===== config.mk =====
export PLATFORM = sky130hd
export DESIGN_NAME = rirq_top
export DESIGN_NICKNAME = d
export VERILOG_FILES = /design/src/rtl/rirq_pkg.sv /design/src/rtl/rirq_top.sv
export VERILOG_INCLUDE_DIRS = /design/src /design/src/rtl
export SDC_FILE = /design/constraint.sdc
export NUM_CORES = 1
export LEC_CHECK = 0
export BUFFER_PORTS_ARGS = -buffer_cell sky130_fd_sc_hd__buf_4
export CORE_MARGIN = 2
export CORE_UTILIZATION = 50
export DETAILED_ROUTE_END_ITERATION = 10
export PLACE_DENSITY = 0.81
export SYNTH_ARGS = -nofsm -noshare
export SYNTH_HDL_FRONTEND = slang
export SYNTH_SLANG_ARGS = --single-unit

===== constraint.sdc =====
create_clock -name i_clock -period 2.95 [get_ports i_clock]
set_clock_uncertainty 0.15 [all_clocks]
set_input_delay 0.4425 -clock i_clock [delete_from_list [all_inputs] [get_ports i_clock]]
set_output_delay 0.4425 -clock i_clock [all_outputs]
set_load 0.02 [all_outputs]

===== src/rtl/rirq_defs.svh =====
// register offsets, field positions and reset values of the radio doorbell routing block
// assumes byte addressing with 8-bit addresses on the register port and one 32-bit word per register
`ifndef RIRQ_DEFS_SVH
`define RIRQ_DEFS_SVH

`define RIRQ_ADDR_W 8
`define RIRQ_DATA_W 32

`define RIRQ_OFS_ROUTE 8'h18
`define RIRQ_OFS_ACK 8'h1C
`define RIRQ_OFS_GPO 8'h20
`define RIRQ_OFS_STATUS 8'h24
`define RIRQ_OFS_MASK 8'h28

`define RIRQ_NUM_SRC 12
`define RIRQ_ROUTE_RESET 12'h000
`define RIRQ_VEC_FIRST 1'h0
`define RIRQ_VEC_SECOND 1'h1

`define RIRQ_BIT_TX_BUF_SWAP 11
`define RIRQ_BIT_TX_ENTRY_DONE 10
`define RIRQ_BIT_RETRANS_SENT 9
`define RIRQ_BIT_CTRL_ACK_ACK 8
`define RIRQ_BIT_CTRL_ACK_SENT 7
`define RIRQ_BIT_CTRL_SENT 6
`define RIRQ_BIT_ACK_SENT 5
`define RIRQ_BIT_TX_FINISHED 4
`define RIRQ_BIT_LAST_FG_DONE 3
`define RIRQ_BIT_FG_DONE 2
`define RIRQ_BIT_LAST_CMD_DONE 1
`define RIRQ_BIT_CMD_DONE 0

`define RIRQ_ACK_BIT 0
`define RIRQ_ACK_RESET 1'h0

`define RIRQ_GPO_LINES 4
`define RIRQ_GPO_SEL_W 4
`define RIRQ_GPO_USED_W 16
`define RIRQ_GPO_RESET 16'h0000
`define RIRQ_GPO_CODE_MODEM 4'h4
`define RIRQ_GPO_CODE_FRONT 4'h8
`define RIRQ_GPO_CODE_TIMER 4'hC

`define RIRQ_EVT_W 3
`define RIRQ_EVT_ACK 0
`define RIRQ_EVT_VEC_FIRST 1
`define RIRQ_EVT_VEC_SECOND 2
`define RIRQ_EVT_RESET 3'h0

`endif


===== src/rtl/rirq_pkg.sv =====
// types shared by the radio doorbell routing block
// assumes rirq_defs.svh is on the include path
`include "rirq_defs.svh"

package rirq_pkg;

  // one register port request
  typedef struct packed {
    logic wr;
    logic rd;
    logic [`RIRQ_ADDR_W-1:0] addr;
    logic [`RIRQ_DATA_W-1:0] wdata;
  } rirq_bus_req_t;

  // output lines offered by the four radio engines
  typedef struct packed {
    logic [3:0] timer;
    logic [3:0] front;
    logic [3:0] modem;
    logic [3:0] cmdp;
  } rirq_gpo_src_t;

  // engine group named by the two upper bits of a select code
  typedef enum logic [1:0] {
    RIRQ_GRP_CMDP = 2'h0,
    RIRQ_GRP_MODEM = 2'h1,
    RIRQ_GRP_FRONT = 2'h2,
    RIRQ_GRP_TIMER = 2'h3
  } rirq_grp_t;

endpackage


===== src/rtl/rirq_top.sv =====
// radio doorbell routing block: vector routing, command acknowledge flag, output line select
// assumes pending flags, enables, ack pulses and engine lines come from logic on i_clock
//
// Summary of operation
// - routing bit 0 sends its source to the first vector, 1 to the second
// - bit 11 routes transmit-buffer-swapped; read/write, resets to first vector
// - bit 10 routes transmit-queue-entry-finished; read/write, resets to first vector
// - bit 9 routes retransmission-sent; read/write, resets to first vector
// - bit 8 routes control-acknowledge-acknowledged; read/write, resets to first vector
// - bit 7 routes control-acknowledge-sent; read/write, resets to first vector
// - bit 6 routes control-frame-sent; read/write, resets to first vector
// - bit 5 routes acknowledge-frame-sent; read/write, resets to first vector
// - bit 4 routes transmit-finished; read/write, resets to first vector
// - bit 3 routes last-foreground-command-finished; read/write, resets to first vector
// - bit 2 routes foreground-command-finished; read/write, resets to first vector
// - bit 1 routes last-command-finished; read/write, resets to first vector
// - bit 0 routes command-finished; read/write, resets to first vector
// - command acknowledge flag is bit 0 at offset 1Ch, read/write, resets 0
// - bits 31-1 of the acknowledge register read zero; software writes only zero
// - output select at 20h holds four 4-bit fields, reset 0, upper bits zero
// - select codes pick command, modem, front-end or timer engine line 0-3
//
// Strobed register access was decided locally.
`timescale 1ns/100ps
`include "rirq_defs.svh"

module rirq_top
  import rirq_pkg::*;
(
  input wire logic i_clock,
  input wire logic i_reset_n,
  input wire logic i_clock_en,
  input wire rirq_bus_req_t i_bus,
  output logic [`RIRQ_DATA_W-1:0] o_rd_data,
  input wire logic [`RIRQ_NUM_SRC-1:0] i_pending_flags,
  input wire logic [`RIRQ_NUM_SRC-1:0] i_pending_enable,
  input wire logic i_cmd_ack,
  input wire rirq_gpo_src_t i_gpo_src,
  output logic o_vector_first,
  output logic o_vector_second,
  output logic [`RIRQ_GPO_LINES-1:0] o_output_lines,
  output logic o_irq
);

  logic [`RIRQ_NUM_SRC-1:0] routing;
  logic command_ack_pending;
  logic [`RIRQ_GPO_USED_W-1:0] gpo_select;
  logic [`RIRQ_EVT_W-1:0] irq_status;
  logic [`RIRQ_EVT_W-1:0] irq_mask;

  // address decode
  wire sel_route = i_bus.addr == `RIRQ_OFS_ROUTE;
  wire sel_ack = i_bus.addr == `RIRQ_OFS_ACK;
  wire sel_gpo = i_bus.addr == `RIRQ_OFS_GPO;
  wire sel_status = i_bus.addr == `RIRQ_OFS_STATUS;
  wire sel_mask = i_bus.addr == `RIRQ_OFS_MASK;
  wire wr_route = i_bus.wr && sel_route;
  wire wr_ack = i_bus.wr && sel_ack;
  wire wr_gpo = i_bus.wr && sel_gpo;
  wire wr_mask = i_bus.wr && sel_mask;
  wire rd_status = i_bus.rd && sel_status;

  // routing register
  wire [`RIRQ_NUM_SRC-1:0] next_routing = wr_route ? i_bus.wdata[`RIRQ_NUM_SRC-1:0] : routing;

  always_ff @(posedge i_clock)
  begin
    if (!i_reset_n)
      routing <= `RIRQ_ROUTE_RESET; // every source starts on the first vector
    else if (i_clock_en)
      routing <= next_routing;
  end

  // vector selection: a routing bit of 1 moves its source to the second vector
  wire [`RIRQ_NUM_SRC-1:0] active_src = i_pending_flags & i_pending_enable;
  wire [`RIRQ_NUM_SRC-1:0] to_second = active_src & routing;
  wire [`RIRQ_NUM_SRC-1:0] to_first = active_src & ~routing;
  wire next_vector_first = |to_first;
  wire next_vector_second = |to_second;

  always_ff @(posedge i_clock)
  begin
    if (!i_reset_n)
    begin
      o_vector_first <= 1'b0;
      o_vector_second <= 1'b0;
    end
    else if (i_clock_en)
    begin
      o_vector_first <= next_vector_first;
      o_vector_second <= next_vector_second;
    end
  end

  // command acknowledge flag: hardware set wins over a software clear
  wire ack_wdata = i_bus.wdata[`RIRQ_ACK_BIT];
  wire next_command_ack_pending = i_cmd_ack || (wr_ack ? ack_wdata : command_ack_pending);

  always_ff @(posedge i_clock)
  begin
    if (!i_reset_n)
      command_ack_pending <= `RIRQ_ACK_RESET;
    else if (i_clock_en)
      command_ack_pending <= next_command_ack_pending;
  end

  // output line select register
  wire [`RIRQ_GPO_USED_W-1:0] next_gpo_select =
    wr_gpo ? i_bus.wdata[`RIRQ_GPO_USED_W-1:0] : gpo_select;

  always_ff @(posedge i_clock)
  begin
    if (!i_reset_n)
      gpo_select <= `RIRQ_GPO_RESET;
    else if (i_clock_en)
      gpo_select <= next_gpo_select;
  end

  // one selector per output line
  wire [`RIRQ_GPO_LINES-1:0] next_output_lines;

  generate
    for (genvar g = 0; g < `RIRQ_GPO_LINES; g++)
    begin : g_line
      rirq_line_sel rirq_line_sel_i
      (
        .i_code(gpo_select[g*`RIRQ_GPO_SEL_W +: `RIRQ_GPO_SEL_W]),
        .i_src(i_gpo_src),
        .o_line(next_output_lines[g])
      );
    end
  endgenerate

  always_ff @(posedge i_clock)
  begin
    if (!i_reset_n)
      o_output_lines <= '0;
    else if (i_clock_en)
      o_output_lines <= next_output_lines;
  end

  // interrupt status: sticky, cleared by a read, a new event wins over the read
  wire [`RIRQ_EVT_W-1:0] evt;
  assign evt[`RIRQ_EVT_ACK] = i_cmd_ack;
  assign evt[`RIRQ_EVT_VEC_FIRST] = next_vector_first && !o_vector_first;
  assign evt[`RIRQ_EVT_VEC_SECOND] = next_vector_second && !o_vector_second;
  wire [`RIRQ_EVT_W-1:0] next_irq_status = evt | (rd_status ? `RIRQ_EVT_RESET : irq_status);
  wire [`RIRQ_EVT_W-1:0] next_irq_mask = wr_mask ? i_bus.wdata[`RIRQ_EVT_W-1:0] : irq_mask;
  wire next_irq = |(next_irq_status & next_irq_mask);

  always_ff @(posedge i_clock)
  begin
    if (!i_reset_n)
    begin
      irq_status <= `RIRQ_EVT_RESET;
      irq_mask <= `RIRQ_EVT_RESET;
      o_irq <= 1'b0;
    end
    else if (i_clock_en)
    begin
      irq_status <= next_irq_status;
      irq_mask <= next_irq_mask;
      o_irq <= next_irq;
    end
  end

  // read mux; unmapped addresses and reserved bits read zero
  wire [`RIRQ_DATA_W-1:0] rd_route = {{(`RIRQ_DATA_W-`RIRQ_NUM_SRC){1'b0}}, routing};
  wire [`RIRQ_DATA_W-1:0] rd_ack = {{(`RIRQ_DATA_W-1){1'b0}}, command_ack_pending};
  wire [`RIRQ_DATA_W-1:0] rd_gpo = {{(`RIRQ_DATA_W-`RIRQ_GPO_USED_W){1'b0}}, gpo_select};
  wire [`RIRQ_DATA_W-1:0] rd_stat = {{(`RIRQ_DATA_W-`RIRQ_EVT_W){1'b0}}, irq_status};
  wire [`RIRQ_DATA_W-1:0] rd_mask = {{(`RIRQ_DATA_W-`RIRQ_EVT_W){1'b0}}, irq_mask};
  wire [`RIRQ_DATA_W-1:0] rd_word =
    sel_route ? rd_route :
    sel_ack ? rd_ack :
    sel_gpo ? rd_gpo :
    sel_status ? rd_stat :
    sel_mask ? rd_mask :
    '0;
  wire [`RIRQ_DATA_W-1:0] next_rd_data = i_bus.rd ? rd_word : '0;

  always_ff @(posedge i_clock)
  begin
    if (!i_reset_n)
      o_rd_data <= '0;
    else if (i_clock_en)
      o_rd_data <= next_rd_data;
  end

  // checks
  a_route_first: assert property (@(posedge i_clock) disable iff (!i_reset_n)
    i_clock_en |=> o_vector_first == |($past(i_pending_flags & i_pending_enable & ~routing)))
    else $error("first vector does not match its routed sources");

  a_route_second: assert property (@(posedge i_clock) disable iff (!i_reset_n)
    i_clock_en |=> o_vector_second == |($past(i_pending_flags & i_pending_enable & routing)))
    else $error("second vector does not match its routed sources");

  a_route_reset: assert property (@(posedge i_clock)
    !i_reset_n |=> routing == `RIRQ_ROUTE_RESET)
    else $error("routing bits not on first vector after reset");

  a_route_write: assert property (@(posedge i_clock) disable iff (!i_reset_n)
    (i_clock_en && wr_route) |=> routing == $past(i_bus.wdata[`RIRQ_NUM_SRC-1:0]))
    else $error("routing write not stored");

  a_ack_set: assert property (@(posedge i_clock) disable iff (!i_reset_n)
    (i_clock_en && i_cmd_ack) |=> command_ack_pending)
    else $error("acknowledge did not set the flag");

  a_ack_hold: assert property (@(posedge i_clock) disable iff (!i_reset_n)
    (command_ack_pending && i_clock_en && !(wr_ack && !ack_wdata)) |=> command_ack_pending)
    else $error("acknowledge flag dropped without a clear");

  a_ack_read: assert property (@(posedge i_clock) disable iff (!i_reset_n)
    (i_clock_en && i_bus.rd && sel_ack) |=> o_rd_data == {31'h0, $past(command_ack_pending)})
    else $error("acknowledge register read wrong");

  a_gpo_read: assert property (@(posedge i_clock) disable iff (!i_reset_n)
    (i_clock_en && i_bus.rd && sel_gpo) |=> o_rd_data[31:16] == 16'h0000)
    else $error("output select upper bits not zero");

  a_gpo_timer: assert property (@(posedge i_clock) disable iff (!i_reset_n)
    (i_clock_en && gpo_select[3:0] == `RIRQ_GPO_CODE_TIMER)
      |=> o_output_lines[0] == $past(i_gpo_src.timer[0]))
    else $error("line 0 did not follow timer line 0");

  a_gpo_modem: assert property (@(posedge i_clock) disable iff (!i_reset_n)
    (i_clock_en && gpo_select[3:0] == `RIRQ_GPO_CODE_MODEM)
      |=> o_output_lines[0] == $past(i_gpo_src.modem[0]))
    else $error("line 0 did not follow modem line 0");

  a_irq_level: assert property (@(posedge i_clock) disable iff (!i_reset_n)
    i_clock_en |=> o_irq == |(irq_status & irq_mask))
    else $error("interrupt output does not follow masked status");

  a_ack_reset: assert property (@(posedge i_clock)
    !i_reset_n |=> !command_ack_pending)
    else $error("acknowledge flag not clear after reset");

  a_ack_wclear: assert property (@(posedge i_clock) disable iff (!i_reset_n)
    (i_clock_en && wr_ack && !ack_wdata && !i_cmd_ack) |=> !command_ack_pending)
    else $error("write of zero did not clear the acknowledge flag");

  a_ack_wset: assert property (@(posedge i_clock) disable iff (!i_reset_n)
    (i_clock_en && wr_ack && ack_wdata) |=> command_ack_pending)
    else $error("write of one did not set the acknowledge flag");

  a_ack_reserved: assert property (@(posedge i_clock) disable iff (!i_reset_n)
    (i_clock_en && i_bus.rd && sel_ack) |=> o_rd_data[31:1] == 31'h0)
    else $error("acknowledge register reserved bits not zero");

  a_gpo_reset: assert property (@(posedge i_clock)
    !i_reset_n |=> gpo_select == `RIRQ_GPO_RESET)
    else $error("output select not zero after reset");

  a_gpo_write: assert property (@(posedge i_clock) disable iff (!i_reset_n)
    (i_clock_en && wr_gpo) |=> gpo_select == $past(i_bus.wdata[`RIRQ_GPO_USED_W-1:0]))
    else $error("output select write not stored");

  a_gpo_cmdp: assert property (@(posedge i_clock) disable iff (!i_reset_n)
    (i_clock_en && gpo_select[7:4] == 4'h2) |=> o_output_lines[1] == $past(i_gpo_src.cmdp[2]))
    else $error("line 1 did not follow command line 2");

  a_gpo_front: assert property (@(posedge i_clock) disable iff (!i_reset_n)
    (i_clock_en && gpo_select[15:12] == `RIRQ_GPO_CODE_FRONT)
      |=> o_output_lines[3] == $past(i_gpo_src.front[0]))
    else $error("line 3 did not follow front-end line 0");

  a_route_read: assert property (@(posedge i_clock) disable iff (!i_reset_n)
    (i_clock_en && i_bus.rd && sel_route) |=> o_rd_data == {20'h0, $past(routing)})
    else $error("routing register read wrong");

  a_route_hold: assert property (@(posedge i_clock) disable iff (!i_reset_n)
    (i_clock_en && !wr_route) |=> routing == $past(routing))
    else $error("routing changed without a write");

  a_lines_reset: assert property (@(posedge i_clock)
    !i_reset_n |=> o_output_lines == '0)
    else $error("output lines not low after reset");

  a_read_idle: assert property (@(posedge i_clock) disable iff (!i_reset_n)
    (i_clock_en && !i_bus.rd) |=> o_rd_data == '0)
    else $error("read data not zero outside a read");

  a_status_set: assert property (@(posedge i_clock) disable iff (!i_reset_n)
    (i_clock_en && i_cmd_ack) |=> irq_status[`RIRQ_EVT_ACK])
    else $error("acknowledge event not recorded");

  a_status_clear: assert property (@(posedge i_clock) disable iff (!i_reset_n)
    (i_clock_en && rd_status && !i_cmd_ack) |=> !irq_status[`RIRQ_EVT_ACK])
    else $error("status read did not clear the acknowledge event");

  a_status_first: assert property (@(posedge i_clock) disable iff (!i_reset_n)
    (i_clock_en && next_vector_first && !o_vector_first) |=> irq_status[`RIRQ_EVT_VEC_FIRST])
    else $error("first vector rise not recorded");

  a_status_second: assert property (@(posedge i_clock) disable iff (!i_reset_n)
    (i_clock_en && next_vector_second && !o_vector_second) |=> irq_status[`RIRQ_EVT_VEC_SECOND])
    else $error("second vector rise not recorded");

  a_mask_write: assert property (@(posedge i_clock) disable iff (!i_reset_n)
    (i_clock_en && wr_mask) |=> irq_mask == $past(i_bus.wdata[`RIRQ_EVT_W-1:0]))
    else $error("mask write not stored");

  a_clock_freeze: assert property (@(posedge i_clock) disable iff (!i_reset_n)
    !i_clock_en |=> $stable(routing) && $stable(gpo_select) && $stable(o_rd_data))
    else $error("state changed while the clock enable was low");

  c_second_vec: cover property (@(posedge i_clock) disable iff (!i_reset_n)
    wr_route ##1 o_vector_second[*2]);

  c_ack_clear: cover property (@(posedge i_clock) disable iff (!i_reset_n)
    command_ack_pending ##1 (wr_ack && !ack_wdata) ##1 !command_ack_pending);

  c_gpo_front: cover property (@(posedge i_clock) disable iff (!i_reset_n)
    gpo_select[15:12] == `RIRQ_GPO_CODE_FRONT);

  c_irq_read: cover property (@(posedge i_clock) disable iff (!i_reset_n)
    o_irq ##1 rd_status ##1 !o_irq);

  c_clock_freeze: cover property (@(posedge i_clock) disable iff (!i_reset_n)
    !i_clock_en ##1 i_clock_en);

endmodule // rirq_top

// one output line: upper two code bits pick the engine, lower two its line
module rirq_line_sel
  import rirq_pkg::*;
#(
  parameter int SEL_W = `RIRQ_GPO_SEL_W
)
(
  input wire logic [SEL_W-1:0] i_code,
  input wire rirq_gpo_src_t i_src,
  output logic o_line
);

  wire rirq_grp_t grp = rirq_grp_t'(i_code[SEL_W-1:SEL_W-2]);
  wire [1:0] idx = i_code[1:0];
  wire from_cmdp = grp == RIRQ_GRP_CMDP;
  wire from_modem = grp == RIRQ_GRP_MODEM;
  wire from_front = grp == RIRQ_GRP_FRONT;

  assign o_line =
    from_cmdp ? i_src.cmdp[idx] :
    from_modem ? i_src.modem[idx] :
    from_front ? i_src.front[idx] :
    i_src.timer[idx];

endmodule // rirq_line_sel


==> flow_summary_export.csv <==
group,metric,value,unit
run_status,status,"complete, no violations",
worst_setup_path,worstSetupStartpointType,"primary input",
timing,rsz0062_at_grt,"false",
timing,slew_viol_final,0,
route,via_per_inst,5.86,
global_route,grt-ovfl-total,0,
worst_setup_path,crit_required,3.03,ns
floorplanning,fp.dieH,86.4,um
cells_and_area,final_cell_area,0.00422,mm^2
timing,tns,0,ns
hold_path,hp-class,"in -> reg",
clock_tree,path_clk_slew,0.07,ns
clock_tree,clkLatencyLatePin,0.34,ns
route,met2_wirelength,4600,um
pwr,powerDensity,394,mW/mm^2
synthesis,synth_seq_cells,58,
cells_and_area,syn2layout_area_growth,24.2,%
clock_tree,cts-root-buf,"clkbuf_8",
route,dr.pass1.iters,4,
worst_setup_path,cpMaxStageDelayCell,"or4_1",
clock_tree,cts_resized,0,
worst_setup_path,startpoint,"i_bus[33]",
pwr,irDropWorstVdd,0.250,mV
worst_setup_path,crit_path_max_fanout,12,
cells_and_area,utilization,63.1,%
synthesis,synthArstFlopShare,0,%
place,hpwl,7020,um
worst_setup_path,cp.arrival,2.35,ns
floorplanning,initial_core_util,50.9,%
timing,timing.fmax,0.442,GHz
pwr,p_leak,1.59,nW
timing,hold_viol_final,0,
clock_tree,cts_max_level,3,
global_route,grt_pass1_vias,2956,
floorplanning,core.rowCount,30,
timing,slew_headroom,64.2,%
cells_and_area,final_common_cell,"buf_4",
route,ant_nets,0,
route,wl_met3,694,um
clock_tree,clockBufferDepth,2,
global_route,grt_start_max_net_pins,64,
route,drt_iter0_drc,199,
route,drc,0,
timing,worst_pin_slew,0.532,ns
global_route,grt_pass1_wl,14600,um
synthesis,synth_edf_count,0,
global_route,antenna_found_initial,0,
worst_setup_path,r2r_start,"gpo_select[4]",
synthesis,syn_avg_cell_area,9.31,um^2
timing,post-route-period-util,76.8,%
route,num_vias,3119,
timing,fin_crit,2.26,ns
synthesis,yosys_warnings,0,
clock_tree,cts.sinks,58,
route,drt_wl_total,9240,um
synthesis,synth_seq_area_share,34.2,%
run,maxCapViolations,0,
worst_setup_path,crit_type,"in -> reg",
hold_path,hp-start,"i_bus[12]",
synthesis,ys_types,44,
place,io_buffer_count,92,
synthesis,ys.flop_type,"dfxtp_1",
synthesis,netlist_area,0.00340,mm^2
clock_tree,postCtsSetupBuffers,0,
floorplanning,die_w,86.4,um
cells_and_area,drive_above_1_share,31.0,%
floorplanning,num_io_pins,125,
synthesis,synth_top_area_share,34.2,%
worst_setup_path,cp_cell_sequence,"buf_4, or4_1, and4bb_2, and2b_2, mux2i_1, nor2b_1",
route,drt-wirelength-per-cell,17.4,um
floorplanning,core_area,0.00668,mm^2
cells_and_area,layout_common_cells,"buf_4 (98), dfxtp_1 (58), nand2_1 (51), nand3_1 (22), mux4_2 (20)",
place,place_congestion,0.895,
synthesis,yosysTopAreaCell,"dfxtp_1",
route,top_layer_used,"met4",
worst_setup_path,slowest_delay,0.69,ns
cells_and_area,layout.nets,533,
clock_tree,cts_hold_buffers,0,
clock_tree,cts_tree,"yes",
floorplanning,die-area,0.00747,mm^2
worst_setup_path,worstSetupEndpointType,"flop",
route,m1WireLength,3710,um
cells_and_area,antenna_cells,0,
cells_and_area,fillCellCount,581,
synthesis,synthTopCellsByArea,"dfxtp_1 (34%), mux4_2 (13%), nand2_1 (5.6%)",
place,placed_area,0.00405,mm^2
global_route,grt_usage,25.4,%
timing,setup_viol,0,
synthesis,netlist_instances,365,
clock_tree,cts_buffers,9,
==> area by class of cell <==
type	instances	area, um^2	share of cell area (%)
repair buffers	98	736	17.4
clock buffers	9	124	2.94
clock inverters	7	46.3	1.10
inverters	15	56.3	1.33
multi-input cells	265	2000	47.3
flip-flops and latches	58	1160	27.5
well taps	80	100	2.37
==> path summary, 6_finish.rpt <==
path | endpoint | cells past startpoint | slack [ns]
max | routing[9] | 6 | 0.69
min | gpo_select[12] | 3 | 0.22
max reg2reg | o_output_lines[1] | 4 | 0.92
min reg2reg | command_ack_pending | 2 | 0.32
==> stage by stage <==
| step | total power, mW | setup WS [ns] | instances | hold slack [ns] |
|---|---|---|---|---|
| 2_1_floorplan | 0.940 | 0.677 | 380 | 0.278 |
| 3_3_place_gp | 1.03 | 0.397 | 516 | 0.293 |
| 3_5_place_dp | 1.04 | 0.358 | 516 | 0.314 |
| 4_1_cts | 1.66 | 0.691 | 532 | 0.209 |
| 5_1_grt | 1.72 | 0.651 | 532 | 0.218 |
| 6_report | 1.66 | 0.685 | 532 | 0.216 |
==> logic make-up (layout without fill, tap and decap cells) <==
family	count (synthesis)	count (layout)	share of synthesized area (%)
buffers and inverters	57	129	8.76
AOI/OAI and AO/OA	71	71	15.7
and+or+nand+nor	140	140	22.6
other	1	16	0.110
muxes	38	38	18.6
DFF	58	58	34.2
==> power breakdown <==
group | leakage (nW) | switching [mW] | internal [mW]
clock network | 0.0810 | 0.336 | 0.300
registers | 0.469 | 0.00703 | 0.792
logic | 1.04 | 0.114 | 0.112
==> synthesized netlist by cell type, types with 2 or more instances <==
cell type	number
a21boi_0	15
a21boi_1	10
a21oi_1	2
a22oi_1	12
and2_1	11
and2b_1	2
buf_2	4
buf_4	17
buf_6	2
clkbuf_1	19
dfxtp_1	58
inv_1	15
mux2_2	2
mux2i_1	16
mux4_2	20
nand2_1	51
nand2b_1	7
nand3_1	22
nand3b_1	14
nand4_1	7
nor2_1	2
nor2b_1	15
nor3_1	2
o2111ai_1	4
o211a_1	2
o211ai_1	2
o21a_1	2
o21ai_0	2
o22ai_1	11
o2bb2ai_1	3
==> sequential cells by signal, summed over array words and instances (netlist names) <==
signal,cells
irq_mask,3
irq_status,3
o_vector_second,1
o_irq,1
o_vector_first,1
gpo_select,16
command_ack_pending,1
o_rd_data,16
o_output_lines,4
routing,12
==> critical path, delay by kind of cell <==
kind                   cells  cell delay (ns)
buffers and inverters      1             0.10
muxes                      1             0.26
and+or+nand+nor            4             1.54
==> per-layer routing <==
metal,global-route usage [%],vias up
li1,-,1461
met1,32.0,1492
met2,42.0,142
met3,5.43,24
met4,11.1,0
met5,0,-
(Power assumes the default switching activity.)
